`src/inc/fp_conv_pkg.sv`:
```
// Purpose: shared constants for the fp conversion and result unit
// Assumes: single precision words, 24-bit sign-extended integers
// Notes: register offsets are byte addresses on the plain port
`default_nettype none
package fp_conv_pkg;
   typedef enum logic [2:0] {
      op_mac = 3'h0,
      op_mns = 3'h1,
      op_mna = 3'h2,
      op_fix = 3'h3,
      op_float = 3'h4,
      op_recip = 3'h5
   } op_t;
   localparam logic [3:0] ADDR_CTRL = 4'h0;
   localparam logic [3:0] ADDR_FLAGS = 4'h4;
   localparam logic [3:0] ADDR_MASK = 4'h8;
   localparam logic [3:0] ADDR_RESULT = 4'hc;
   localparam int CTRL_EN_BIT = 0;
   localparam int CTRL_MODE_BIT = 1;
   localparam int FLAG_ZERO = 0;
   localparam int FLAG_STATUS = 1;
   localparam int FLAG_COND = 2;
   localparam logic [1:0] CTRL_RESET = 2'h2;
   localparam logic [2:0] MASK_RESET = 3'h0;
   localparam logic [2:0] FLAGS_RESET = 3'h0;
   localparam logic signed [11:0] EXP_BIAS = 12'h07f;
   localparam logic signed [11:0] EXP_FLOOR = 12'hc00;
   localparam logic signed [11:0] EXP_INF = 12'h0ff;
   localparam logic signed [11:0] FLOAT_EXP = 12'h096;
   localparam logic [7:0] FIX_INT_EXP = 8'h96;
   localparam logic [7:0] FIX_COND_EXP = 8'h95;
   localparam logic [7:0] RECIP_EXP = 8'hfd;
   localparam logic [31:0] CLAMP_POS = 32'h007fffff;
   localparam logic [31:0] CLAMP_NEG = 32'hff820000;
   localparam logic [31:0] RECIP_OF_ZERO = 32'h7fffffff;
   localparam logic [24:0] FIX_MAX_POS = 25'h07fffff;
   localparam logic [24:0] FIX_MAX_NEG = 25'h0800000;
endpackage
`default_nettype wire

```
`src/verilog/fp_round_pack.sv`:
```
// Purpose: round a normalised significand and pack a float word
// Assumes: mant_in has its leading one at bit 23 unless zero_in
// Notes: combinational; the caller registers the result
`timescale 1ns/1ps
`default_nettype none
module fp_round_pack (
   input wire logic sign_in,
   input wire logic signed [11:0] exp_in,
   input wire logic [23:0] mant_in,
   input wire logic guard_in,
   input wire logic sticky_in,
   input wire logic zero_in,
   output logic [31:0] word_out,
   output logic ovf_out,
   output logic zero_out
);
   logic inc;
   logic [24:0] sum;
   logic [23:0] m;
   logic signed [11:0] e;

   assign inc = guard_in & (sticky_in | mant_in[0]);
   assign sum = {1'b0, mant_in} + {24'h000000, inc};

   always_comb begin
      if (sum[24]) begin
         m = sum[24:1];
         e = exp_in + 12'sh001;
      end else begin
         m = sum[23:0];
         e = exp_in;
      end
   end

   always_comb begin
      word_out = {sign_in, 31'h00000000};
      ovf_out = 1'b0;
      zero_out = 1'b0;
      if (zero_in || e < 12'sh001) begin
         zero_out = 1'b1;
      end else if (e >= fp_conv_pkg::EXP_INF) begin
         word_out = {sign_in, fp_conv_pkg::EXP_INF[7:0], 23'h000000};
         ovf_out = 1'b1;
      end else begin
         word_out = {sign_in, e[7:0], m[22:0]};
      end
   end
endmodule
`default_nettype wire

```
`src/verilog/fp_conv_unit.sv`:
```
// Purpose: fused mac, fix/float conversion and result conditioning
// Assumes: operands come from logic on clk_in, one op per cycle
// Notes: three-cycle pipeline for every op; flags are sticky
`timescale 1ns/1ps
`default_nettype none
module fp_conv_unit #(
   parameter int GUARD_W = 26
) (
   input wire logic clk_in,
   input wire logic sys_rst_in,
   input wire logic op_valid_in,
   input wire logic [2:0] op_in,
   input wire logic [31:0] opa_in,
   input wire logic [31:0] opb_in,
   input wire logic [31:0] opc_in,
   input wire logic [3:0] reg_addr_in,
   input wire logic [31:0] reg_wdata_in,
   input wire logic reg_wr_in,
   input wire logic reg_rd_in,
   output logic [31:0] reg_rdata_out,
   output logic [31:0] result_out,
   output logic result_valid_out,
   output logic irq_out
);
   localparam int W = 50 + GUARD_W;
   localparam int PT = 46 + GUARD_W;

   if (GUARD_W < 3 || GUARD_W > 60) begin : g_bad_guard
      $error("GUARD_W must lie in 3..60");
   end

   function automatic logic [W-1:0] shr_sticky(
      input logic [W-1:0] v,
      input logic [11:0] amt
   );
      logic [W-1:0] r;
      logic s;
      if (amt >= 12'(W)) begin
         r = '0;
         s = |v;
      end else begin
         r = v >> amt;
         s = |(v & ~({W{1'b1}} << amt));
      end
      return {r[W-1:1], r[0] | s};
   endfunction

   function automatic logic [6:0] lead_one(input logic [W-1:0] v);
      logic [6:0] p;
      p = '0;
      for (int i = 0; i < W; i++) begin
         if (v[i]) begin
            p = 7'(i);
         end
      end
      return p;
   endfunction

   function automatic logic is_arith(input logic [2:0] op);
      return op == fp_conv_pkg::op_mac || op == fp_conv_pkg::op_mns
         || op == fp_conv_pkg::op_mna;
   endfunction

   logic [1:0] ctrl;
   logic [2:0] flags;
   logic [2:0] mask;
   logic [2:0] next_flags;
   logic [2:0] next_mask;
   logic [2:0] ev;
   logic wr_flags;

   // stage 1: unpack and multiply
   logic za, zb, zc;
   logic [23:0] ma, mb, mc;
   logic v1, psign1, csign1, en1, mode1;
   logic [2:0] op1;
   logic [47:0] prod1;
   logic signed [11:0] pexp1, cexp1;
   logic [23:0] cm1;
   logic [31:0] a1;

   // hidden one, denormals read as zero
   assign za = opa_in[30:23] == 8'h00;
   assign zb = opb_in[30:23] == 8'h00;
   assign zc = opc_in[30:23] == 8'h00;
   assign ma = za ? 24'h000000 : {1'b1, opa_in[22:0]};
   assign mb = zb ? 24'h000000 : {1'b1, opb_in[22:0]};
   assign mc = zc ? 24'h000000 : {1'b1, opc_in[22:0]};

   always_ff @(posedge clk_in) begin
      if (sys_rst_in) begin
         v1 <= 1'b0;
      end else begin
         v1 <= op_valid_in;
      end
   end

   // datapath carries no reset; valid bits qualify it
   always_ff @(posedge clk_in) begin
      op1 <= op_in;
      a1 <= opa_in;
      // full 48-bit product, no rounding here
      prod1 <= ma * mb;
      pexp1 <= (za | zb) ? fp_conv_pkg::EXP_FLOOR
         : {4'h0, opa_in[30:23]} + {4'h0, opb_in[30:23]} - fp_conv_pkg::EXP_BIAS;
      psign1 <= opa_in[31] ^ opb_in[31] ^ (op_in == fp_conv_pkg::op_mna);
      cm1 <= mc;
      cexp1 <= zc ? fp_conv_pkg::EXP_FLOOR : {4'h0, opc_in[30:23]};
      csign1 <= opc_in[31] ^ (op_in == fp_conv_pkg::op_mns);
      en1 <= ctrl[fp_conv_pkg::CTRL_EN_BIT];
      mode1 <= ctrl[fp_conv_pkg::CTRL_MODE_BIT];
   end

   // stage 2: align, add, normalise; fix and seed
   logic [W-1:0] x, y, s, n;
   logic signed [11:0] eb;
   logic sg, sz;
   logic [6:0] lp;
   logic [23:0] fmag;

   always_comb begin
      x = {2'b00, prod1, {GUARD_W{1'b0}}};
      y = {3'b000, cm1, {(23 + GUARD_W){1'b0}}};
      fmag = a1[23] ? 24'(-a1[23:0]) : a1[23:0];
      // small operand shifted; sticky keeps its lost bits
      if (pexp1 >= cexp1) begin
         y = shr_sticky(y, pexp1 - cexp1);
         eb = pexp1;
      end else begin
         x = shr_sticky(x, cexp1 - pexp1);
         eb = cexp1;
      end
      // zero addend leaves the exact product
      if (psign1 == csign1) begin
         s = x + y;
         sg = psign1;
      end else if (x >= y) begin
         s = x - y;
         sg = psign1;
      end else begin
         s = y - x;
         sg = csign1;
      end
      if (op1 == fp_conv_pkg::op_float) begin
         s = {3'b000, fmag, {(23 + GUARD_W){1'b0}}};
         eb = fp_conv_pkg::FLOAT_EXP;
         sg = a1[23];
      end
      sz = s == '0;
      // exact cancellation gives +0
      if (sz && psign1 != csign1) begin
         sg = 1'b0;
      end
      lp = lead_one(s);
      n = s << (7'(W - 1) - lp);
   end

   logic [7:0] fe, rs;
   logic [23:0] fm, fint;
   logic [49:0] ft;
   logic [24:0] fmag_r;
   logic [23:0] fv;
   logic fg, fs, finc, fneg, fbig, fovf;
   logic [31:0] fix_word, seed_word;
   logic fcond;

   always_comb begin
      fe = a1[30:23];
      fneg = a1[31];
      fm = (fe == 8'h00) ? 24'h000000 : {1'b1, a1[22:0]};
      rs = fp_conv_pkg::FIX_INT_EXP - fe;
      ft = {fm, 26'h0000000} >> rs;
      fbig = fe > fp_conv_pkg::FIX_INT_EXP;
      // below one half only the sticky survives
      if (fe >= fp_conv_pkg::FIX_INT_EXP) begin
         fint = fm;
         fg = 1'b0;
         fs = 1'b0;
      end else if (rs > 8'h19) begin
         fint = 24'h000000;
         fg = 1'b0;
         fs = |fm;
      end else begin
         fint = ft[49:26];
         fg = ft[25];
         fs = |ft[24:0];
      end
      // mode bit picks floor or nearest
      if (mode1) begin
         finc = fg & (fs | fint[0]);
      end else begin
         finc = fneg & (fg | fs);
      end
      fmag_r = {1'b0, fint} + {24'h000000, finc};
      fovf = fbig | (fneg ? fmag_r > fp_conv_pkg::FIX_MAX_NEG
         : fmag_r > fp_conv_pkg::FIX_MAX_POS);
      fv = fneg ? 24'(-fmag_r[23:0]) : fmag_r[23:0];
      // clamp; sign fills the top byte
      if (fovf) begin
         fix_word = fneg ? fp_conv_pkg::CLAMP_NEG : fp_conv_pkg::CLAMP_POS;
      end else begin
         fix_word = {{8{fv[23]}}, fv};
      end
      // condition only when both bits set
      fcond = 1'b0;
      if (en1 && mode1) begin
         if (op1 == fp_conv_pkg::op_fix) begin
            fcond = fe > fp_conv_pkg::FIX_COND_EXP
               || (fe == fp_conv_pkg::FIX_COND_EXP && a1[22:0] != 23'h000000);
         end else if (op1 == fp_conv_pkg::op_float) begin
            fcond = !(&a1[31:24] || ~|a1[31:24]);
         end
      end
      // seed; crude, the refinement loop must fix it up
      if (fe == 8'h00) begin
         seed_word = fp_conv_pkg::RECIP_OF_ZERO;
      end else if (fe > fp_conv_pkg::RECIP_EXP) begin
         seed_word = {a1[31], 31'h00000000};
      end else if (a1[22:0] == 23'h000000) begin
         seed_word = {a1[31], fp_conv_pkg::RECIP_EXP - fe + 8'h01, 23'h000000};
      end else begin
         seed_word = {a1[31], fp_conv_pkg::RECIP_EXP - fe, ~a1[22:0]};
      end
   end

   logic v2, sign2, guard2, sticky2, zero2, cond2;
   logic [2:0] op2;
   logic signed [11:0] exp2;
   logic [23:0] mant2;
   logic [31:0] word2;

   always_ff @(posedge clk_in) begin
      if (sys_rst_in) begin
         v2 <= 1'b0;
      end else begin
         v2 <= v1;
      end
   end

   always_ff @(posedge clk_in) begin
      op2 <= op1;
      sign2 <= sg;
      exp2 <= eb + 12'(lp) - 12'(PT);
      mant2 <= n[W-1 -: 24];
      guard2 <= n[W-25];
      sticky2 <= |n[W-26:0];
      zero2 <= sz;
      word2 <= (op1 == fp_conv_pkg::op_fix) ? fix_word : seed_word;
      cond2 <= v1 & fcond;
   end

   // stage 3: round, pack, raise events
   logic [31:0] rword;
   logic rovf, rzero, direct2;

   fp_round_pack u_round (
      .sign_in(sign2),
      .exp_in(exp2),
      .mant_in(mant2),
      .guard_in(guard2),
      .sticky_in(sticky2),
      .zero_in(zero2),
      .word_out(rword),
      .ovf_out(rovf),
      .zero_out(rzero)
   );

   assign direct2 = op2 == fp_conv_pkg::op_fix || op2 == fp_conv_pkg::op_recip;

   always_comb begin
      ev = 3'h0;
      ev[fp_conv_pkg::FLAG_ZERO] = v2 & is_arith(op2) & rzero;
      ev[fp_conv_pkg::FLAG_STATUS] = v2 & is_arith(op2) & rovf;
      ev[fp_conv_pkg::FLAG_COND] = v2 & cond2;
   end

   always_ff @(posedge clk_in) begin
      if (sys_rst_in) begin
         result_out <= 32'h00000000;
         result_valid_out <= 1'b0;
      end else begin
         result_valid_out <= v2;
         if (v2) begin
            result_out <= direct2 ? word2 : rword;
         end
      end
   end

   // register port; set beats a same-cycle clear
   assign wr_flags = reg_wr_in && reg_addr_in == fp_conv_pkg::ADDR_FLAGS;

   always_comb begin
      next_flags = (flags & ~(wr_flags ? reg_wdata_in[2:0] : 3'h0)) | ev;
      next_mask = mask;
      if (reg_wr_in && reg_addr_in == fp_conv_pkg::ADDR_MASK) begin
         next_mask = reg_wdata_in[2:0];
      end
   end

   always_ff @(posedge clk_in) begin
      if (sys_rst_in) begin
         flags <= fp_conv_pkg::FLAGS_RESET;
         mask <= fp_conv_pkg::MASK_RESET;
         irq_out <= 1'b0;
      end else begin
         flags <= next_flags;
         mask <= next_mask;
         irq_out <= |(next_flags & next_mask);
      end
   end

   always_ff @(posedge clk_in) begin
      if (sys_rst_in) begin
         ctrl <= fp_conv_pkg::CTRL_RESET;
      end else if (reg_wr_in && reg_addr_in == fp_conv_pkg::ADDR_CTRL) begin
         ctrl <= reg_wdata_in[1:0];
      end
   end

   always_ff @(posedge clk_in) begin
      if (sys_rst_in || !reg_rd_in) begin
         reg_rdata_out <= 32'h00000000;
      end else begin
         unique case (reg_addr_in)
            fp_conv_pkg::ADDR_CTRL: reg_rdata_out <= {30'h00000000, ctrl};
            fp_conv_pkg::ADDR_FLAGS: reg_rdata_out <= {29'h00000000, flags};
            fp_conv_pkg::ADDR_MASK: reg_rdata_out <= {29'h00000000, mask};
            fp_conv_pkg::ADDR_RESULT: reg_rdata_out <= result_out;
            default: reg_rdata_out <= 32'h00000000;
         endcase
      end
   end

   // checks on the pipeline's observable behaviour
   a_fix_latency: assert property (
      @(posedge clk_in) disable iff (sys_rst_in)
      op_valid_in && op_in == fp_conv_pkg::op_fix |-> ##3 result_valid_out)
      else $error("fix result not on the third edge");

   a_float_latency: assert property (
      @(posedge clk_in) disable iff (sys_rst_in)
      op_valid_in && op_in == fp_conv_pkg::op_float
      |-> ##1 v1 ##1 v2 ##1 result_valid_out)
      else $error("float result not on the third edge");

   a_int_sign_fill: assert property (
      @(posedge clk_in) disable iff (sys_rst_in)
      op_valid_in && op_in == fp_conv_pkg::op_fix
      |-> ##3 result_out[31:24] == {8{result_out[23]}})
      else $error("integer result not sign extended");

   a_fix_clamp_pos: assert property (
      @(posedge clk_in) disable iff (sys_rst_in)
      op_valid_in && op_in == fp_conv_pkg::op_fix && !opa_in[31]
      && opa_in[30:23] >= fp_conv_pkg::FIX_INT_EXP
      |-> ##3 result_out == fp_conv_pkg::CLAMP_POS)
      else $error("large positive fix not clamped");

   a_fix_cond_set: assert property (
      @(posedge clk_in) disable iff (sys_rst_in)
      op_valid_in && op_in == fp_conv_pkg::op_fix && ctrl == 2'h3
      && opa_in[30:23] > fp_conv_pkg::FIX_COND_EXP
      |-> ##3 flags[fp_conv_pkg::FLAG_COND])
      else $error("condition not set by large fix");

   a_cond_cause: assert property (
      @(posedge clk_in) disable iff (sys_rst_in)
      $rose(flags[fp_conv_pkg::FLAG_COND]) |-> $past(cond2) && $past(v2))
      else $error("condition set with no enabled conversion");

   a_no_nan: assert property (
      @(posedge clk_in) disable iff (sys_rst_in)
      result_valid_out && $past(is_arith(op2)) && result_out[30:23] == 8'hff
      |-> result_out[22:0] == 23'h000000)
      else $error("arithmetic produced a nan");

   a_overflow_inf: assert property (
      @(posedge clk_in) disable iff (sys_rst_in)
      $rose(flags[fp_conv_pkg::FLAG_STATUS])
      |-> result_out[30:0] == 31'h7f800000 && result_valid_out)
      else $error("status set without infinity result");

   a_zero_flush: assert property (
      @(posedge clk_in) disable iff (sys_rst_in)
      $rose(flags[fp_conv_pkg::FLAG_ZERO]) |-> result_out[30:0] == 31'h00000000)
      else $error("zero flag set on non-zero result");

   a_denorm_flush: assert property (
      @(posedge clk_in) disable iff (sys_rst_in)
      op_valid_in && op_in == fp_conv_pkg::op_mac && opa_in[30:23] == 8'h00
      && opc_in[30:0] == 31'h00000000 |-> ##3 result_out[30:0] == 31'h00000000)
      else $error("denormal operand not flushed");

   a_recip_zero: assert property (
      @(posedge clk_in) disable iff (sys_rst_in)
      op_valid_in && op_in == fp_conv_pkg::op_recip && opa_in[30:23] == 8'h00
      |-> ##3 result_out == fp_conv_pkg::RECIP_OF_ZERO)
      else $error("seed of zero wrong");
endmodule
`default_nettype wire

```
`config.mk`:
```
export PLATFORM = sky130hd
export DESIGN_NAME = fp_conv_unit
export DESIGN_NICKNAME = d
export VERILOG_FILES = /design/src/inc/fp_conv_pkg.sv /design/src/verilog/fp_round_pack.sv /design/src/verilog/fp_conv_unit.sv
export SDC_FILE = /design/constraint.sdc
export NUM_CORES = 2
export LEC_CHECK = 0
export CAP_MARGIN = 10
export CORE_MARGIN = 2
export CORE_UTILIZATION = 30
export CTS_BUF_LIST = sky130_fd_sc_hd__clkbuf_8 sky130_fd_sc_hd__clkbuf_16
export CTS_CLUSTER_DIAMETER = 200
export DETAILED_ROUTE_END_ITERATION = 10
export DONT_BUFFER_PORTS = 1
export PLACE_DENSITY = 0.53
export SLEW_MARGIN = 20
export SYNTH_ARGS = -nofsm -noshare
export SYNTH_HDL_FRONTEND = slang
export SYNTH_SLANG_ARGS = --single-unit
```
`constraint.sdc`:
```
create_clock -name clk_in -period 15.6 [get_ports clk_in]
set_clock_uncertainty 0.1 [all_clocks]
set_input_delay 3.12 -clock clk_in [delete_from_list [all_inputs] [get_ports clk_in]]
set_output_delay 3.12 -clock clk_in [all_outputs]
set_load 0.02 [all_outputs]
```
==> flow_summary_export.csv <==
group,metric,value,unit
run_status,outcome,"completed",
grt,grt_first_pass_wirelength,426000,µm
cts,root_buffer,"clkbuf_16",
drt,first_pass_iters,6,
cts,cts.path.max_buffers,3,
drt,wl,294000,µm
cells_and_area,drive_gt1_share,11.3,%
drt,dr_total_vias,64200,
job,max_cap_violations,0,
timing,fin_crit_sh,97.3,%
die,dieWidth,455,µm
die,die-area,207000,µm²
logic_synthesis,ys.flop_type,"dfxtp_1",
logic_synthesis,synth_nets,9109,
worst_setup_path,arrival,15550,ps
worst_setup_path,path_class,"flip-flop to flip-flop",
drt,dr.first_iter.drc_count,7335,
logic_synthesis,ys_seq_area_share,9.30,%
timing,slew_violations,0,
worst_setup_path,path_buf_inv,6,
logic_synthesis,synth_cells,8088,
logic_synthesis,synth_top_area_share,16.0,%
die,start_util,30.2,%
grt,grt_pass1_vias,62200,
worst_setup_path,crit_family,"compound AO/OA/AOI/OAI gates",
place,port_buffers,0,
drt,via_per_inst,5.96,
worst_setup_path,critical-path-max-stage-delay,1020,ps
cts,ctsHoldBuffers,0,
die,placementRows,165,
logic_synthesis,yosys-top-cells-area,"fa_1 16%, dfxtp_1 9.3%, ha_1 8.1%",
cts,cts_tree,"done",
logic_synthesis,synthTopCellsByCount,"942 x nand2_1, 777 x inv_1, 664 x nor2_1, 580 x a21oi_1, 486 x fa_1",
logic_synthesis,ys_types,124,
die,ioPinCount,206,
cts,clk_pin_slew,60,ps
cells_and_area,fillers,21700,
place,place_inst,10700,
worst_setup_path,worstSetupStartpointType,"flip-flop",
place,place_area,65900,µm²
hold_path,hold_path.class,"flip-flop to flip-flop",
grt,antenna_found_initial,20,
cells_and_area,area_growth,10.4,%
drt,wl_per_cell,27.3,µm
timing,slew_headroom,18.5,%
timing,setup_tns,0,ps
timing,rsz0062_at_grt,"false",
worst_setup_path,slowest_stage,"ha_1",
logic_synthesis,synth.most_common_cell,"nand2_1",
logic_synthesis,synth_edf_count,0,
cts,cts_resized,0,
worst_setup_path,end_kind,"flip-flop",
cells_and_area,stdcell_count,10800,
logic_synthesis,yosys.area.top_type,"fa_1",
logic_synthesis,ys_warn_count,0,
cts,htreeDepth,2,
cells_and_area,multiInputGateArea,50300,µm²
logic_synthesis,synthesis.area,60900,µm²
cells_and_area,post-route-cell-area,67200,µm²
drt,ant_nets,0,
cts,cts_setup_buffers,0,
grt,gr-total-overflow,0,
cells_and_area,seq_area,5670,µm²
logic_synthesis,ys_ff_latch,283,
place,place_hpwl,235000,µm
die,die_y,455,µm
die,core,202000,µm²
timing,period_needed,15190,ps
cts,numClockSinks,283,
place,globalplace.congestion,1.05,
timing,finalSetupViolCount,0,
grt,grt_start_max_net_pins,133,
timing,worst_slew_pin_slew,1210,ps
logic_synthesis,synth.avg_cell_area,7.53,µm²
logic_synthesis,async_flop_share,0,%
timing,fmax,0.0658,GHz
worst_setup_path,crit_path_max_fanout,24,
timing,hold_viol_final,0,
cts,cts_buffers,35,
cells_and_area,fin_nets,9086,
cts,insertion_delay,630,ps
drt,drc,0,
grt,grtUsageTotal,27.6,%
worst_setup_path,required,15970,ps
[flip-flops by register name, summed over array words and instances, names as in the netlist, 12 cells and up]
name,cells
prod1,48
a1,32
reg_rdata_out,32
result_out,32
word2,32
cm1,24
mant2,24
exp2,12
[path summary, 6_finish.rpt]
check,slack (ps),depth (start not counted),to,from
max,410,40,sticky2$_DFF_P_,pexp1[2]$_SDFF_PN0_
max reg2reg,410,40,sticky2$_DFF_P_,pexp1[2]$_SDFF_PN0_
min reg2reg,280,0,mode1$_DFF_P_,ctrl[1]$_SDFFE_PP1P_
min,280,0,mode1$_DFF_P_,ctrl[1]$_SDFFE_PP1P_
[metal layers]
metal / vias up / part of all wire [%] / GRT usage, % / routed length, µm
li1: 28400 / - / - / -
met1: 31800 / 40 / 35.3 / 119000
met5: - / 0.014 / 0 / 40
met3: 719 / 8.4 / 4.92 / 24600
met4: 6 / 6.9 / 16.5 / 20200
met2: 3255 / 44 / 43.1 / 130000
[placed cells by master, fill, tap and decap left out, types with 65 or more instances in the layout]
master,synthesis,routed
nor2_1,664,664
buf_4,12,481
and3_1,254,252
a22oi_1,65,65
inv_1,777,780
o211ai_1,80,80
o21bai_1,99,99
a21oi_1,580,578
nand4_1,89,89
nand3_1,175,175
a211oi_1,96,95
and2_1,128,129
mux4_2,78,78
mux2i_1,298,297
o21ai_0,365,364
nor3_1,151,149
fa_1,486,484
dfxtp_1,283,281
a22o_1,80,80
mux2_2,127,127
nand2_1,942,942
xnor2_1,149,140
ha_1,395,394
nor4_1,68,67
[stage by stage]
step	utilization [%]	hold slack, ps	setup slack (ps)
floorplan	-	247	3150
global placement	32.7	284	1120
detailed placement	32.7	279	1050
CTS	33.3	285	975
global route	33.3	299	257
finish	33.3	278	414
[cells by family (layout without fill, tap and decap cells)]
family	count (synthesis)	after routing	share of synthesized area [%]
AO/OA/AOI/OAI	2080	2080	22.8
XOR/XNOR	222	222	3.32
adder cells (fa/ha/maj)	882	882	24.1
buffers and inverters	1330	1331	8.57
flip-flops	283	283	9.30
multiplexers	508	508	10.2
other	0	22	0
AND/OR/NAND/NOR	2783	2783	21.7
[layout make-up]
type | count | share of cell area, %
inverter | 785 | 4.38
clock buffer | 39 | 1.38
antenna | 22 | 0.0819
tap | 2672 | 4.97
multi-input combinational | 6475 | 74.8
clock inverter | 22 | 0.415
timing repair buffer | 485 | 5.49
sequential | 283 | 8.43
Power is left out: the tool's default activity adds up to more than one toggle a clock period on the data nets, which glitch-free logic cannot reach.
